<file path="src/design/sif_pkg.sv">
// serial audio input formatter: shared constants, codes and decode functions
// assumes one system clock; every pin arrives synchronous to it
package sif_pkg;

	// format selection codes; zero is the reset default
	localparam logic [1:0] FMT_I2S = 2'h0;
	localparam logic [1:0] FMT_LJ = 2'h1;
	localparam logic [1:0] FMT_RJ = 2'h2;

	// word width selection codes
	localparam logic [1:0] WID_16 = 2'h0;
	localparam logic [1:0] WID_18 = 2'h1;
	localparam logic [1:0] WID_20 = 2'h2;
	localparam logic [1:0] WID_24 = 2'h3;

	// frame geometry: 64 bit clocks per frame, 32 per channel half
	localparam logic [5:0] BITS_PER_HALF = 6'h20;
	localparam logic [5:0] SAMPLE_BITS = 6'h18;
	localparam logic [5:0] IDX_MAX = 6'h3f;
	localparam logic [5:0] I2S_DELAY = 6'h01;
	localparam logic [5:0] LJ_DELAY = 6'h00;

	// oversampling edges per biphase tick: 384/128 and 256/128 times frame rate
	localparam logic [1:0] DIV_LAST_384 = 2'h2;
	localparam logic [1:0] DIV_LAST_256 = 2'h1;

	// capture state
	typedef enum logic {SIF_WAIT, SIF_RUN} sif_state_t;

	// word width in bits for a width code
	function automatic logic [5:0] sif_width(input logic [1:0] code);
		case (code)
			WID_16: sif_width = 6'h10;
			WID_18: sif_width = 6'h12;
			WID_20: sif_width = 6'h14;
			default: sif_width = 6'h18;
		endcase
	endfunction : sif_width

	// bit clocks from the frame clock change to the msb
	function automatic logic [5:0] sif_delay(input logic [1:0] fmt, input logic [1:0] code);
		case (fmt)
			FMT_LJ: sif_delay = LJ_DELAY;
			FMT_RJ: sif_delay = BITS_PER_HALF - sif_width(code);
			default: sif_delay = I2S_DELAY;
		endcase
	endfunction : sif_delay

endpackage : sif_pkg

</file>
<file path="src/design/sif_formatter.sv">
// serial audio input formatter: deframes i2s, left- and right-justified words
// assumes bit_clock, frame_clock and serial_data are synchronous inputs whose
// rate is well below clk_sys, and that the configuration holds while enabled
//
// Summary of operation
// - three formats, widths 16, 18, 20, 24
// - right-justified: left high, msb delayed
// - right-justified lsb ends at frame change
// - reset default i2s, msb one clock late
// - i2s: left while frame clock low
// - left-justified: left high, no delay
// - sample data, frame on bit rising edge
// - biphase clock divided from oversampling clock
// - divider follows 384 or 256 ratio
`timescale 1ns/1ns
`default_nettype none
module sif_formatter
	import sif_pkg::*;
(
	input wire logic clk_sys,
	input wire logic resetn,
	input wire logic enable,
	input wire logic [1:0] format_sel,
	input wire logic [1:0] width_sel,
	input wire logic ratio_384,
	input wire logic bit_clock,
	input wire logic frame_clock,
	input wire logic serial_data,
	input wire logic oversampling_clock,
	output logic [23:0] sample_data,
	output logic sample_left,
	output logic sample_valid,
	output logic frame_error,
	output logic [1:0] format_active,
	output logic biphase_tick
);

	sif_state_t state;
	logic bclk_prev;
	logic frame_s;
	logic [1:0] fmt_act;
	logic [1:0] wid_act;
	logic [5:0] bit_idx;
	logic [5:0] got;
	logic [23:0] shift;
	logic chan_left;

	// bit clock rising edge and frame clock change seen at that edge
	wire bclk_rise = bit_clock & ~bclk_prev;
	wire edge_lr = bclk_rise & (frame_clock != frame_s);
	wire running = enable & ((state == SIF_RUN) | edge_lr);

	// settings that apply to the bit being sampled now
	wire [1:0] fmt_now = edge_lr ? format_sel : fmt_act;
	wire [1:0] wid_code_now = edge_lr ? width_sel : wid_act;
	wire [5:0] wid_now = sif_width(wid_code_now);
	wire [5:0] dly_now = sif_delay(fmt_now, wid_code_now);
	wire [5:0] got_now = edge_lr ? 6'h00 : got;
	wire [5:0] idx_now = edge_lr ? 6'h00 : ((bit_idx == IDX_MAX) ? IDX_MAX : bit_idx + 6'h01);

	// take a bit once the msb delay has run out and until the word is full
	wire take_bit = bclk_rise & running & (idx_now >= dly_now) & (got_now < wid_now);
	wire word_done = take_bit & (got_now == wid_now - 6'h01);
	wire [23:0] word_raw = {shift[22:0], serial_data};
	wire [5:0] align_amt = SAMPLE_BITS - wid_now;

	// channel of the half starting now: i2s (and spare code 3) puts left on the low level
	wire i2s_now = (fmt_now != FMT_LJ) & (fmt_now != FMT_RJ);
	wire next_left = i2s_now ? ~frame_clock : frame_clock;

	// a change that cuts off a word in progress
	wire cut_short = edge_lr & enable & (state == SIF_RUN) & (got != 6'h00)
		& (got < sif_width(wid_act));

	// edge detect and frame clock sample register
	always_ff @(posedge clk_sys or negedge resetn) begin
		if (!resetn) begin
			bclk_prev <= 1'b0;
			frame_s <= 1'b0;
		end else begin
			bclk_prev <= bit_clock;
			if (bclk_rise) begin
				frame_s <= frame_clock;
			end
		end
	end

	// capture state: wait for the first frame change after enable
	always_ff @(posedge clk_sys or negedge resetn) begin
		if (!resetn) begin
			state <= SIF_WAIT;
		end else begin
			case (state)
				SIF_WAIT: if (enable && edge_lr) state <= SIF_RUN;
				SIF_RUN: if (!enable) state <= SIF_WAIT;
				default: state <= SIF_WAIT;
			endcase
		end
	end

	// configuration latched only at a frame clock change
	always_ff @(posedge clk_sys or negedge resetn) begin
		if (!resetn) begin
			fmt_act <= FMT_I2S;
			wid_act <= WID_24;
			chan_left <= 1'b0;
		end else if (edge_lr) begin
			fmt_act <= format_sel;
			wid_act <= width_sel;
			chan_left <= next_left;
		end
	end

	// bit position within the channel half and bits taken so far
	always_ff @(posedge clk_sys or negedge resetn) begin
		if (!resetn) begin
			bit_idx <= 6'h00;
			got <= 6'h00;
		end else if (!enable) begin
			bit_idx <= 6'h00;
			got <= 6'h00;
		end else if (bclk_rise) begin
			bit_idx <= idx_now;
			got <= take_bit ? got_now + 6'h01 : got_now;
		end
	end

	// shift register, msb first
	always_ff @(posedge clk_sys or negedge resetn) begin
		if (!resetn) begin
			shift <= 24'h000000;
		end else if (take_bit) begin
			shift <= word_raw;
		end
	end

	// finished word, msb aligned to bit 23 with zero fill below
	always_ff @(posedge clk_sys or negedge resetn) begin
		if (!resetn) begin
			sample_data <= 24'h000000;
			sample_left <= 1'b0;
			sample_valid <= 1'b0;
			frame_error <= 1'b0;
		end else begin
			sample_valid <= word_done;
			frame_error <= cut_short;
			if (word_done) begin
				sample_data <= word_raw << align_amt;
				sample_left <= edge_lr ? next_left : chan_left;
			end
		end
	end

	assign format_active = fmt_act;

	// biphase clock enable from the oversampling clock
	sif_osclk_div u_div (
		.clk_sys(clk_sys),
		.resetn(resetn),
		.oversampling_clock(oversampling_clock),
		.ratio_384(ratio_384),
		.biphase_tick(biphase_tick)
	);

	// helper: a frame change has been seen since reset
	logic lr_seen;
	always_ff @(posedge clk_sys or negedge resetn) begin
		if (!resetn) begin
			lr_seen <= 1'b0;
		end else if (edge_lr) begin
			lr_seen <= 1'b1;
		end
	end

	chk_reset_i2s: assert property (@(posedge clk_sys) disable iff (!resetn)
		!lr_seen |-> (fmt_act == FMT_I2S))
		else $error("format is not i2s before first frame change");

	chk_cfg_hold: assert property (@(posedge clk_sys) disable iff (!resetn)
		(fmt_act != $past(fmt_act) || wid_act != $past(wid_act)) |-> $past(edge_lr))
		else $error("configuration changed away from frame change");

	chk_i2s_delay: assert property (@(posedge clk_sys) disable iff (!resetn)
		(edge_lr && i2s_now) |-> !take_bit)
		else $error("i2s msb taken without one bit delay");

	chk_lj_nodelay: assert property (@(posedge clk_sys) disable iff (!resetn)
		(edge_lr && enable && fmt_now == FMT_LJ) |-> take_bit)
		else $error("left-justified msb not taken at frame change");

	chk_rj_delay: assert property (@(posedge clk_sys) disable iff (!resetn)
		(take_bit && fmt_now == FMT_RJ && got_now == 6'h00) |-> (idx_now == BITS_PER_HALF - wid_now))
		else $error("right-justified msb at wrong position");

	chk_rj_lsb: assert property (@(posedge clk_sys) disable iff (!resetn)
		(sample_valid && fmt_act == FMT_RJ) |-> ($past(idx_now) == BITS_PER_HALF - 6'h01))
		else $error("right-justified lsb not last before frame change");

	chk_word_len: assert property (@(posedge clk_sys) disable iff (!resetn)
		sample_valid |-> ($past(got_now) == $past(wid_now) - 6'h01))
		else $error("word length differs from selected width");

	chk_channel: assert property (@(posedge clk_sys) disable iff (!resetn)
		edge_lr |=> (chan_left == ($past(i2s_now) ^ $past(frame_clock))))
		else $error("channel polarity wrong for format");

	chk_sample_edge: assert property (@(posedge clk_sys) disable iff (!resetn)
		take_bit |=> (bclk_prev && shift[0] == $past(serial_data)))
		else $error("data bit not taken on bit clock rise");

	chk_valid_single: assert property (@(posedge clk_sys) disable iff (!resetn)
		sample_valid |=> !sample_valid)
		else $error("two words back to back in one half");

	chk_error_alone: assert property (@(posedge clk_sys) disable iff (!resetn)
		frame_error |-> !sample_valid)
		else $error("cut word also reported as valid");

	chk_word_stands: assert property (@(posedge clk_sys) disable iff (!resetn)
		!sample_valid |-> ($stable(sample_data) && $stable(sample_left)))
		else $error("finished word changed without a valid pulse");

endmodule : sif_formatter
`default_nettype wire

</file>
<file path="src/design/sif_osclk_div.sv">
// oversampling clock divider producing the biphase clock enable
// assumes oversampling_clock is a synchronous input far slower than clk_sys
`timescale 1ns/1ns
`default_nettype none
module sif_osclk_div
	import sif_pkg::*;
(
	input wire logic clk_sys,
	input wire logic resetn,
	input wire logic oversampling_clock,
	input wire logic ratio_384,
	output logic biphase_tick
);

	logic os_prev;
	logic [1:0] cnt;
	logic [1:0] cnt_last;

	// edge detect and terminal count for the selected ratio
	wire os_rise = oversampling_clock & ~os_prev;
	assign cnt_last = ratio_384 ? DIV_LAST_384 : DIV_LAST_256;
	wire at_last = (cnt >= cnt_last);

	// count oversampling edges, one tick per wrap
	always_ff @(posedge clk_sys or negedge resetn) begin
		if (!resetn) begin
			os_prev <= 1'b0;
			cnt <= 2'h0;
			biphase_tick <= 1'b0;
		end else begin
			os_prev <= oversampling_clock;
			biphase_tick <= os_rise & at_last;
			if (os_rise) begin
				cnt <= at_last ? 2'h0 : cnt + 2'h1;
			end
		end
	end

	chk_div_ratio: assert property (@(posedge clk_sys) disable iff (!resetn)
		(os_rise && cnt == cnt_last) |=> (biphase_tick && cnt == 2'h0))
		else $error("biphase tick missing at divider wrap");

	chk_div_only: assert property (@(posedge clk_sys) disable iff (!resetn)
		biphase_tick |-> $past(os_rise))
		else $error("biphase tick without oversampling edge");

endmodule : sif_osclk_div
`default_nettype wire

</file>
<file path="config.mk">
export PLATFORM = sky130hd
export DESIGN_NAME = sif_formatter
export DESIGN_NICKNAME = d
export VERILOG_FILES = /design/src/design/sif_pkg.sv /design/src/design/sif_formatter.sv /design/src/design/sif_osclk_div.sv
export SDC_FILE = /design/constraint.sdc
export NUM_CORES = 1
export LEC_CHECK = 0
export BUFFER_PORTS_ARGS = -buffer_cell sky130_fd_sc_hd__buf_4
export CORE_MARGIN = 4
export CORE_UTILIZATION = 62
export DETAILED_ROUTE_END_ITERATION = 12
export PLACE_DENSITY = 0.83
export REMOVE_ABC_BUFFERS = 1
export SLEW_MARGIN = 30
export SYNTH_ARGS = -nofsm -noshare
export SYNTH_HDL_FRONTEND = slang
export SYNTH_SLANG_ARGS = --single-unit
export TNS_END_PERCENT = 1
</file>
<file path="constraint.sdc">
create_clock -name clk_sys -period 11.6 [get_ports clk_sys]
set_input_delay 2.32 -clock clk_sys [delete_from_list [all_inputs] [get_ports clk_sys]]
set_output_delay 2.32 -clock clk_sys [all_outputs]
set_load 0.03 [all_outputs]
</file>
# ---- Word level (Yosys, flattened, before mapping)
# Index checks and enable logic that the tools add are counted.
dict set report word_totals {
  regBits 74
  latch_bits 0
  ram_bits 0
  mem_bits_ro 0
  in_bits 12
  output_inout_bits 30
  n_memories 0
}
dict set report op_classes {
  n_addsub 6
  multipliers 0
  div_mod_pow 0
  magnitude_cmp 4
  n_eq_ne 12
  shift 1
  muxes 21
  n_bitwise 19
  reduce_logical 4
}
# cell count
set op_table {}
lappend op_table {{2-to-1 mux 6 bit} 9}
lappend op_table {{one-hot mux 4 bit (3 select lines)} 2}
lappend op_table {{left shift 24 x 6 -> 24 bit} 1}
lappend op_table {{bitwise AND 1 bit} 14}
lappend op_table {{adder 6 x 1 -> 6 bit, second input constant} 2}
lappend op_table {{less-than comparator 6 bit} 2}
lappend op_table {{one-hot mux 6 bit (2 select lines)} 1}
lappend op_table {{2-to-1 mux 2 bit} 4}
lappend op_table {{== test 2 x 1 -> 1 bit, second input constant} 3}
lappend op_table {{== test 2 bit, second input constant} 3}
lappend op_table {{== test 6 bit} 1}
lappend op_table {{== test 6 bit, second input constant} 1}
lappend op_table {{>= comparator 6 bit} 1}
lappend op_table {{nonzero test 6 bit} 1}
lappend op_table {{subtractor 5 x 6 -> 6 bit, first input constant} 1}
lappend op_table {{subtractor 6 x 1 -> 6 bit, second input constant} 1}
lappend op_table {{subtractor 6 bit, first input constant} 1}
lappend op_table {{logical NOT 2 bit} 2}
lappend op_table {{2-to-1 mux 1 bit} 4}
lappend op_table {{!= test 2 x 1 -> 1 bit, second input constant} 2}
lappend op_table {{NOT 1 bit} 4}
lappend op_table {{adder 2 x 1 -> 2 bit, second input constant} 1}
lappend op_table {{>= comparator 2 bit} 1}
lappend op_table {{!= test 2 bit, second input constant} 1}
lappend op_table {{4 further kinds} 4}

# ---- Longest topological paths before layout
# Gate-level depths: netlist (run 1).
dict set report logic_depth {
  word_depth 15
  ltp_mapped 21
  ltp_nobuf 14
}

# ---- By module
# A second synthesis (run 1) with hierarchy kept.
dict set report unflattened {
  cells_unflattened 415
  area_unflattened_um2 4249.1
}
# module n_inst cells_each area_each_um2 seq_area_each_um2
set modules_own_cells {}
lappend modules_own_cells {sif_formatter 1 397 4040.1 1754.2}
lappend modules_own_cells {sif_osclk_div 1 18 209.0 100.1}

# ---- Worst setup path before layout (run 1)
# No wires, ideal clock.
dict set report synth_timing {
  path_type {input to register}
  start {in frame_clock}
  end {reg got[4]}
  setup_time_ps 120
  t_arrival_ps 6146
  required_ps 11480
  slack_ps 5334
  path_stages 18
  path_cell_list {xnor2_2 nand2b_4 buf_6 clkbuf_1 nand2_1 nand2_1 ha_1 buf_2 buf_2 buf_2 buf_2 or3b_2 ha_1 o211ai_1 a21oi_1 o21ai_1 or3_1 a31o_1}
}
dict set report synth_via {
  elab_chain_cells 14
  elab_cells_between_ends 26
}
# element line_no
set synth_lines {}
lappend synth_lines {{from (decl)} sif_formatter.sv:27} ;# input wire logic frame_clock,
lappend synth_lines {{!= test 1 bit (*)} sif_formatter.sv:50} ;# wire edge_lr = bclk_rise & (frame_clock != frame_s);
lappend synth_lines {{bitwise AND 1 bit (*)} sif_formatter.sv:50}
lappend synth_lines {{2-to-1 mux 2 bit (*)} -}
lappend synth_lines {{net wid_code_now[0]} sif_formatter.sv:55} ;# wire [1:0] wid_code_now = edge_lr ? width_sel : wid_act;
lappend synth_lines {{== test 2 bit, or another cell as far along} sif_pkg.sv:32} ;# case (code)
lappend synth_lines {{one-hot mux 4 bit (3 select lines) (*)} sif_pkg.sv:32}
lappend synth_lines {{2-to-1 mux 6 bit} sif_pkg.sv:42} ;# case (fmt)
lappend synth_lines {{subtractor 6 bit} sif_pkg.sv:44} ;# FMT_RJ: sif_delay = BITS_PER_HALF - sif_width(code);
lappend synth_lines {{one-hot mux 6 bit (2 select lines)} sif_pkg.sv:42}
lappend synth_lines {{>= comparator 6 bit} sif_formatter.sv:62} ;# wire take_bit = bclk_rise & running & (idx_now >= dly_now) & (got_now < wid_now);
lappend synth_lines {{bitwise AND 1 bit} sif_formatter.sv:62}
lappend synth_lines {{bitwise AND 1 bit (*)} sif_formatter.sv:62}
lappend synth_lines {{2-to-1 mux 6 bit (*)} sif_formatter.sv:124} ;# got <= take_bit ? got_now + 6'h01 : got_now;
lappend synth_lines {{2-to-1 mux 6 bit (*)} sif_formatter.sv:122} ;# end else if (bclk_rise) begin
lappend synth_lines {{2-to-1 mux 6 bit (*)} sif_formatter.sv:119} ;# end else if (!enable) begin
lappend synth_lines {{to (signal assigned)} sif_formatter.sv:124}
lappend synth_lines {{to (decl)} sif_formatter.sv:44} ;# logic [5:0] got;
# The timed path passes the listed nets; every way through them passes the cells marked *. The select of a mux whose other input is x is not followed.
# A chain may end at the register's enable or synchronous reset.

# ---- Worst setup path after layout (run 1)
dict set report layout_timing {
  start {in bit_clock}
  end {reg shift[20]}
}
dict set report layout_via {
  elab_chain_cells 11
  elab_cells_between_ends 22
}
# element line_no
set layout_lines {}
lappend layout_lines {{from (decl)} sif_formatter.sv:26} ;# input wire logic bit_clock,
lappend layout_lines {{bitwise AND 1 bit (*)} sif_formatter.sv:49} ;# wire bclk_rise = bit_clock & ~bclk_prev;
lappend layout_lines {{bitwise AND 1 bit (*)} sif_formatter.sv:50}
lappend layout_lines {{2-to-1 mux 2 bit (*)} -}
lappend layout_lines {{net wid_code_now[0]} sif_formatter.sv:55}
lappend layout_lines {{== test 2 bit, or another cell as far along} sif_pkg.sv:32}
lappend layout_lines {{one-hot mux 4 bit (3 select lines) (*)} sif_pkg.sv:32}
lappend layout_lines {{2-to-1 mux 6 bit} sif_pkg.sv:42}
lappend layout_lines {{subtractor 6 bit} sif_pkg.sv:44}
lappend layout_lines {{one-hot mux 6 bit (2 select lines)} sif_pkg.sv:42}
lappend layout_lines {{>= comparator 6 bit} sif_formatter.sv:62}
lappend layout_lines {{bitwise AND 1 bit} sif_formatter.sv:62}
lappend layout_lines {{bitwise AND 1 bit (*)} sif_formatter.sv:62}
lappend layout_lines {{to (signal assigned)} sif_formatter.sv:133} ;# shift <= word_raw;
lappend layout_lines {{to (decl)} sif_formatter.sv:45} ;# logic [23:0] shift;
# Marked as above.

==> summary.md, run 1 <==
| Metric | Value |
|---|---|
| GRT overflow | 0 |
| Fmax | around 160 MHz |
| DP Wirelength | 6.339 mm |
| Crit path kind | input port to flip-flop |
| Critical Path, Cell by Cell | buf_4 > nor2b_1 > nand2b_4 > nand2_1 > nand2_1 > ha_1 > buf_4 > or3b_2 > ha_1 > o211ai_1 > a21oi_1 > o211ai_4 > buf_6 > mux2_2 |
| Post-synthesis register bit count | 74 |
| Worst setup path end | shift[20] |
| Reg2reg start | bclk_prev |
| FF-to-FF setup slack | approximately 7 ns |
| Crit path DAT | between 6 and 7 ns |
| Critical path fanouts, max | 35 |
| Period utilisation layout | 0.5291 |
| Mux share of post-synthesis cell area | 0.1568 |
| Io pins | 42 |
| PwrDens | about 150 mW/mm^2 |
| Largest family of logic cells by synthesized area | simple AND/OR/NAND/NOR gates |
| Hold Startpoint | sample_data[3] |
| Number of DRC violations after detailed-routing iteration 0 | 251 |
| Vias in the first global route | between 3,000 and 4,000 |
| Fillcell total | around 500 |
| Fin crit period | about 6.1 ns |
| Reg2Reg Depth | 13 |
| Post-Route WL | approximately 9.1 mm |
| Global-route usage over all layers | 0.2298 |
| Setup_tns | 0 ns |
| Routed Antenna Nets | 0 |
| Max Slew Vio Count | 0 |
| Layout area overhead | 12.99% |
| CTS sink count | between 70 and 80 |
| Hold Vio Cnt, Final | 0 |
| Crit path max-delay cell type | nor2b_1 |
| IO Port Bufs | roughly 40 |
| Measured slew at the worst slew-check pin | between 0.8 and 0.9 ns |
| Smallest hold slack | between 0.4 and 0.5 ns |
| Peak VDD IR | ~0.092 mV |
| Synth Area in XOR/XNOR | 0.01773 |
| Post-synthesis adder-cell area fraction | 0.06007 |
| RSZ-0062 raised after global routing | no |
| DRT Pass-1 Iters | 4 |
| R2R Path End | shift[20] |
| # resized after CTS | 0 |
| Layout cells sized above 1 | 0.2350 |
| Largest net degree at the start of global routing | 75 |
| Status | finished, final reports clean |
| Clk slew on worst S/H paths | roughly 0.080 ns |
| Register area share after synthesis | 0.4239 |
| Chip Height | just over 90 um |
| Post-synth top area cell | dfrtp_1 |
| Antenna cells | 0 |
| Multi-input logic area | ~0.0023 mm^2 |
| Max Cap Viol | 0 |
| Htree depth | 3 |
| Crit path launch | bit_clock |
| Area of the core | 0.006832 mm^2 |
| Antenna violations before repair | 0 |
| Worst Skew | 0.01074 ns |
| Avg Cell Area, Syn | 10.06 um^2 |
| Die W | 92.00 um |
| Via density | around 5.8 |
| Synth top area cells | dfrtp_1 (41%), mux2_2 (7.7%), nand2_1 (6.3%) |
| Clock buffers created by TritonCTS | 9 |
| Final Setup Violations | 0 |
| CTS Root Cell | clkbuf_8 |
| Leak Pwr | 2.287 nW |
| Cell count after synthesis | 435 |
| CTS tree | yes |
| First-pass GRT wire length | ~16 mm |
| Routed WL per cell | between 15 and 20 um |
| Maximum buffer depth of the clock tree | 2 |
| Cell Area, Synth | 0.004374 mm^2 |
| Post-CTS Repair Setup Buffers | 0 |
| Synth Warn # | 0 |
| Row Count | 30 |
| Post-synth top cells | nand2_1 (73), dfrtp_1 (72), o21ai_0 (38) |
| Area share of the largest cell type after synthesis | 0.4119 |
| Initial Util | 0.6403 |
| Worst min path class | flip-flop to flip-flop |
| Prevailing post-synth register cell | dfrtp_1 |
| Worst Setup Start Kind | input port |
| Count leader, synth | nand2_1 |
| DRC | 0 |
| Req. time, crit path | between 10 and 15 ns |
| Register area | 0.001854 mm^2 |
| Hold-fix buffers at CTS | 0 |
| Post-synth EDFFs | 0 |
| Slew HR | 0.4592 |
| Max stage delay on crit path | about 0.65 ns |
| Synth Area in Compound Gates | 0.1267 |
| Gpl congestion | ~0.9 |
| Distinct cell type count after synthesis | 53 |
| Synth Area in Simple Gates | 0.1648 |
| Critical Path End Type | flip-flop |
| Clock latency on the worst-skew pair | 0.35 ns |
| Die area | 0.008463 mm^2 |
| Async set-or-reset flop fraction in the synthesized netlist | 1.000 |
| # nets final | between 400 and 500 |
| Via Count | 3,261 |
[power breakdown]
part	internal [mW]	switching, mW	total, mW
logic	0.0867	0.131	0.217
registers	0.276	0.0160	0.292
clock network	0.155	0.0928	0.248
[layout make-up]
cell class	count	area share
inverters	13	0.009873
well taps	96	0.02430
flip-flops and latches	74	0.3752
clock inverters	4	0.01975
repair buffers	45	0.07392
clock buffers	12	0.03139
multi-input cells	320	0.4656
[sequential cells by signal (all words and copies together) (netlist names)]
signal              count
got                     6
state                   1
frame_error             1
u_div.cnt               2
format_active           2
shift                  23
frame_s                 1
wid_act                 2
u_div.biphase_tick      1
bit_idx                 6
chan_left               1
bclk_prev               1
u_div.os_prev           1
sample_data            24
sample_left             1
sample_valid            1
[critical path: cells and delay by family]
kind	cells	cell delay, ns
compound gates	3	0.79
fa+ha+maj	2	0.58
buf+inv	3	0.63
mux	1	0.36
simple gates	5	1.66
[layout by cell type (no fill, tap or decap), drive strengths merged, types with 2 or more instances in the layout]
| cell type | count |
|---|---|
| mux4 | 4 |
| dfstp | 2 |
| o211ai | 9 |
| nand2 | 73 |
| a21boi | 3 |
| or3 | 2 |
| o21a | 3 |
| mux2i | 19 |
| xnor2 | 5 |
| or3b | 3 |
| a22oi | 2 |
| nand2b | 7 |
| nand4 | 4 |
| bufinv | 3 |
| nor3 | 5 |
| a21oi | 13 |
| a31o | 3 |
| mux2 | 36 |
| or2 | 2 |
| nand4b | 5 |
| dfrtp | 72 |
| ha | 21 |
| a211oi | 2 |
| o21ai | 45 |
| inv | 13 |
| nor2b | 9 |
| xor2 | 3 |
| o2111ai | 2 |
| nor2 | 13 |
| nand3 | 11 |
| clkbuf | 12 |
| and3 | 3 |
| and2 | 4 |
| nor3b | 3 |
| buf | 45 |
[worst min-delay path by stage]
stage | to | slack (ns) | cells after the start
4_1_cts | sample_data[3] | 0.49 | 2
2_1_floorplan | chan_left | 0.45 | 2
3_3_place_gp | shift[22] | 0.47 | 1
3_5_place_dp | sample_data[3] | 0.47 | 2
5_1_grt | sample_data[14] | 0.51 | 2
6_report | sample_data[3] | 0.48 | 2
[cells by family after synthesis]
family	after synthesis
DFF	74
adders and majority gates	21
and+or+nand+nor	146
AOI/OAI and AO/OA	86
buffers and inverters	41
xor gates and xnor gates	8
muxes	59
[metal layers]
layer | up-vias | GRT usage | wire (um)
met3 | 14 | 0.04266 | 450
met5 | - | 0 | 0
met4 | 0 | 0.09901 | 136
met2 | 90 | 0.3607 | 4335
li1 | 1591 | - | -
met1 | 1566 | 0.3132 | 4218
[stage by stage]
step,cell area (um^2),setup slack [ns],utilization,total power [mW],std cells
finish,4942,5.463,0.7234,0.7570,564
detailed placement,4647,4.868,0.6802,0.5121,546
global placement,4647,5.037,0.6802,0.5034,546
CTS,4900,5.250,0.7172,0.7607,562
global route,4942,5.204,0.7234,0.8016,564
floorplan,4204,5.247,-,0.4584,407
No activity file was read; power rests on OpenSTA's default activity.
==> run 2: changes to the inputs <==
- ABC_AREA: unset -> 1
- CORE_UTILIZATION: 62 -> 54
- PLACE_DENSITY: 0.83 -> 0.77
- clock period: 11.6 -> 5.2 ns (I/O delays scaled with it)
==> run 2 against run 1 <==
Non-clock buffer count is the same. Flip-flop and latch count is the same. Clock-buffer cell count shrank 2. Largest power group unchanged. Highest routed layer unchanged.
==> summary.md, run 2 <==
| Metric | Value |
|---|---|
| Fmax | 227.4 MHz |
| Maximum buffer depth of the clock tree | 2 |
| # resized after CTS | 0 |
| Initial Util | 0.5623 |
| Commonest non-fill, non-tap cell in the layout | nand2_1 |
| Via Count | 3,908 |
| Worst hold path depth | 2 |
| Htree depth | 3 |
| Die area | roughly 0.0096 mm^2 |
| Largest net degree at the start of global routing | 75 |
| Top flop regs | sample_data (24), shift (23) |
| Worst Setup Start Kind | input port |
| Fin crit period | between 4 and 5 ns |
| Max Slew Vio Count | 0 |
| Distinct cell type count after synthesis | 36 |
| Reg2Reg Depth | 21 |
| Leak Pwr | 2.636 nW |
| Hold Vio Cnt, Final | 0 |
| Most common cell on crit path | nand2_1 |
| Post-synth top area cell | dfrtp_1 |
| Max reg flops | 24 |
| Crit path DAT | 4.64 ns |
| Dpl cells | roughly 710 |
| Slew HR | 0.5491 |
| Async set-or-reset flop fraction in the synthesized netlist | 1.000 |
| CTS Root Cell | clkbuf_8 |
| PwrDens | between 300 and 400 mW/mm^2 |
| Max stage delay on crit path | roughly 0.53 ns |
| Synth top area cells | dfrtp_1 (41%), nand2_1 (17%), o21ai_0 (7.3%) |
| Critical path fanouts, max | 40 |
| CTS sink count | 74 |
| Prevailing post-synth register cell | dfrtp_1 |
| Cell Area, Synth | ~0.0044 mm^2 |
| Global-route usage over all layers | 0.2137 |
| Status | finished, final reports clean |
| Worst min path class | flip-flop to flip-flop |
| Req. time, crit path | between 5 and 6 ns |
| Vias in the first global route | 3,733 |
| DRT Pass-1 Iters | 5 |
| GRT overflow | 0 |
| Row Count | 32 |
| Routed Antenna Nets | 0 |
| CTS tree | yes |
| Chip Height | a little under 100 um |
| Clock latency on the worst-skew pair | between 0.3 and 0.4 ns |
| Area of the core | 0.007807 mm^2 |
| Cell Count, Final, Fillers Out | ~720 |
| Synth Warn # | 0 |
| Io pins | 42 |
| Largest Register | sample_data |
| Period utilisation layout | 0.8457 |
| Critical Path, Cell by Cell | buf_4 > nand2_2 > inv_2 > nand2_4 > o21ai_0 > ha_1 > inv_1 > buf_4 > nand3_1 > ha_1 > nand2_1 > inv_1 > nand2_1 > nand2_1 > nand2_1 > nand3_1 > nand2_2 > inv_2 > nand2_4 > nand2_1 > nand2_1 |
| DRC | 0 |
| Most frequent cells in the layout | nand2_1 (200), dfrtp_1 (72), o21ai_0 (64) |
| Peak VDD IR | around 0.19 mV |
| Final Setup Violations | 0 |
| Clk slew on worst S/H paths | around 0.070 ns |
| Count leader, synth | nand2_1 |
| Setup_tns | 0 ns |
| Clock buffers created by TritonCTS | 9 |
| Post-Route WL | 9.847 mm |
| Layout area overhead | 11.80% |
| Measured slew at the worst slew-check pin | between 0.6 and 0.7 ns |
| Antenna cells | 0 |
| DP Wirelength | slightly above 7 mm |
| Post-synthesis register bit count | 74 |
| Routed WL per cell | 13.62 um |
| Number of DRC violations after detailed-routing iteration 0 | 267 |
| Total power | roughly 1.8 mW |
| Die W | between 90 and 100 um |
| Layout cells sized above 1 | 0.1449 |
| Antenna violations before repair | 0 |
| Critical Path End Type | flip-flop |
| Avg Cell Area, Syn | about 7.5 um^2 |
| First-pass GRT wire length | ~17 mm |
| Crit path kind | input port to flip-flop |
| Via density | around 5.4 |
| Area share of the largest cell type after synthesis | 0.4104 |
| Register area share after synthesis | 0.4223 |
| IO Port Bufs | 41 |
| Post-CTS Repair Setup Buffers | 0 |
| Gpl congestion | between 0.9 and 1 |
| Crit path max-delay cell type | o21ai_0 |
| # nets final | 650 |
| Max Cap Viol | 0 |
| Hold-fix buffers at CTS | 0 |
| Fillcell total | 700 |
| Post-synth top cells | nand2_1 (200), dfrtp_1 (72), o21ai_0 (64) |
| Cell count after synthesis | 586 |
| RSZ-0062 raised after global routing | no |
| Worst Skew | about 0.008 ns |
| Post-synth EDFFs | 0 |
==> run 2: cell count changes after synthesis, moves of 7 or more <==
cell	before	now
inv_1	13	55
nand2_1	73	200
mux2_2	30	0
mux2i_1	19	2
nor2_1	12	25
o22ai_1	0	13
nand3_1	11	50
nor2b_1	9	0
nand2_2	0	7
o211ai_1	8	0
o21ai_0	38	64
==> run 2: routing by layer <==
layer / wire [um] / global-route usage / part of all wire / vias up
li1: - / - / - / 1940
met1: 4638 / 0.2976 / 0.47 / 1817
met2: 4428 / 0.3335 / 0.45 / 135
met3: 589 / 0.02929 / 0.060 / 16
met4: 191 / 0.09454 / 0.019 / 0
met5: 0 / 0 / 0 / -
==> run 2: path summary, 6_finish.rpt <==
check / start / endpoint / slack [ns]
worst min register to register: sample_data[5] / sample_data[5] / 0.48
max in group asynchronous: resetn / sample_data[4] / 4.02
min in group asynchronous: resetn / got[1] / 0.69
worst min-delay path: sample_data[5] / sample_data[5] / 0.48
worst max-delay path: bit_clock / sample_data[6] / 0.80
worst max register to register: bclk_prev / sample_data[6] / 1.16
==> run 2: report_power, final <==
group | leakage [nW] | switching [mW] | internal, mW | total, mW
combinational | 1.54 | 0.419 | 0.216 | 0.635
sequential | 0.994 | 0.0472 | 0.646 | 0.693
clock | 0.0984 | 0.208 | 0.267 | 0.475
==> run 2: layout make-up <==
cell class                      instances  area (um^2)  share of cell area
Clock buffer                           10        127.6             0.02600
Clock inverter                          5        80.08             0.01631
Tap cell                              102        127.6             0.02600
Sequential cell                        74         1854              0.3778
Multi-Input combinational cell        424         2141              0.4361
Timing Repair Buffer                   45        341.6             0.06959
Inverter                               63        236.5             0.04818
==> run 2: cells by family after synthesis <==
family          Yosys count  synth area share
compound gates           94            0.1129
xor+xnor                  4          0.007981
fa+ha+maj                21           0.05985
buf+inv                  88           0.09091
flops                    74            0.4223
mux                       2          0.004560
simple gates            303            0.3015
==> run 2: metrics by stage <==
stage          worst slack, ns    util  hold slack, ns  instance area (um^2)
3_5_place_dp            0.4679  0.6011          0.4643                  4693
4_1_cts                 0.8434  0.6277          0.4832                  4901
5_1_grt                 0.5105  0.6287          0.5004                  4908
2_1_floorplan           0.5261       -          0.4478                  4228
6_report                0.8025  0.6287          0.4776                  4908
3_3_place_gp            0.7341  0.6011          0.4594                  4693
==> run 2: critical path, delay by kind of cell <==
family	cells	cell delay (ns)
buf+inv	6	1.00
fa+ha+maj	2	0.64
compound gates	1	0.53
simple gates	12	1.41
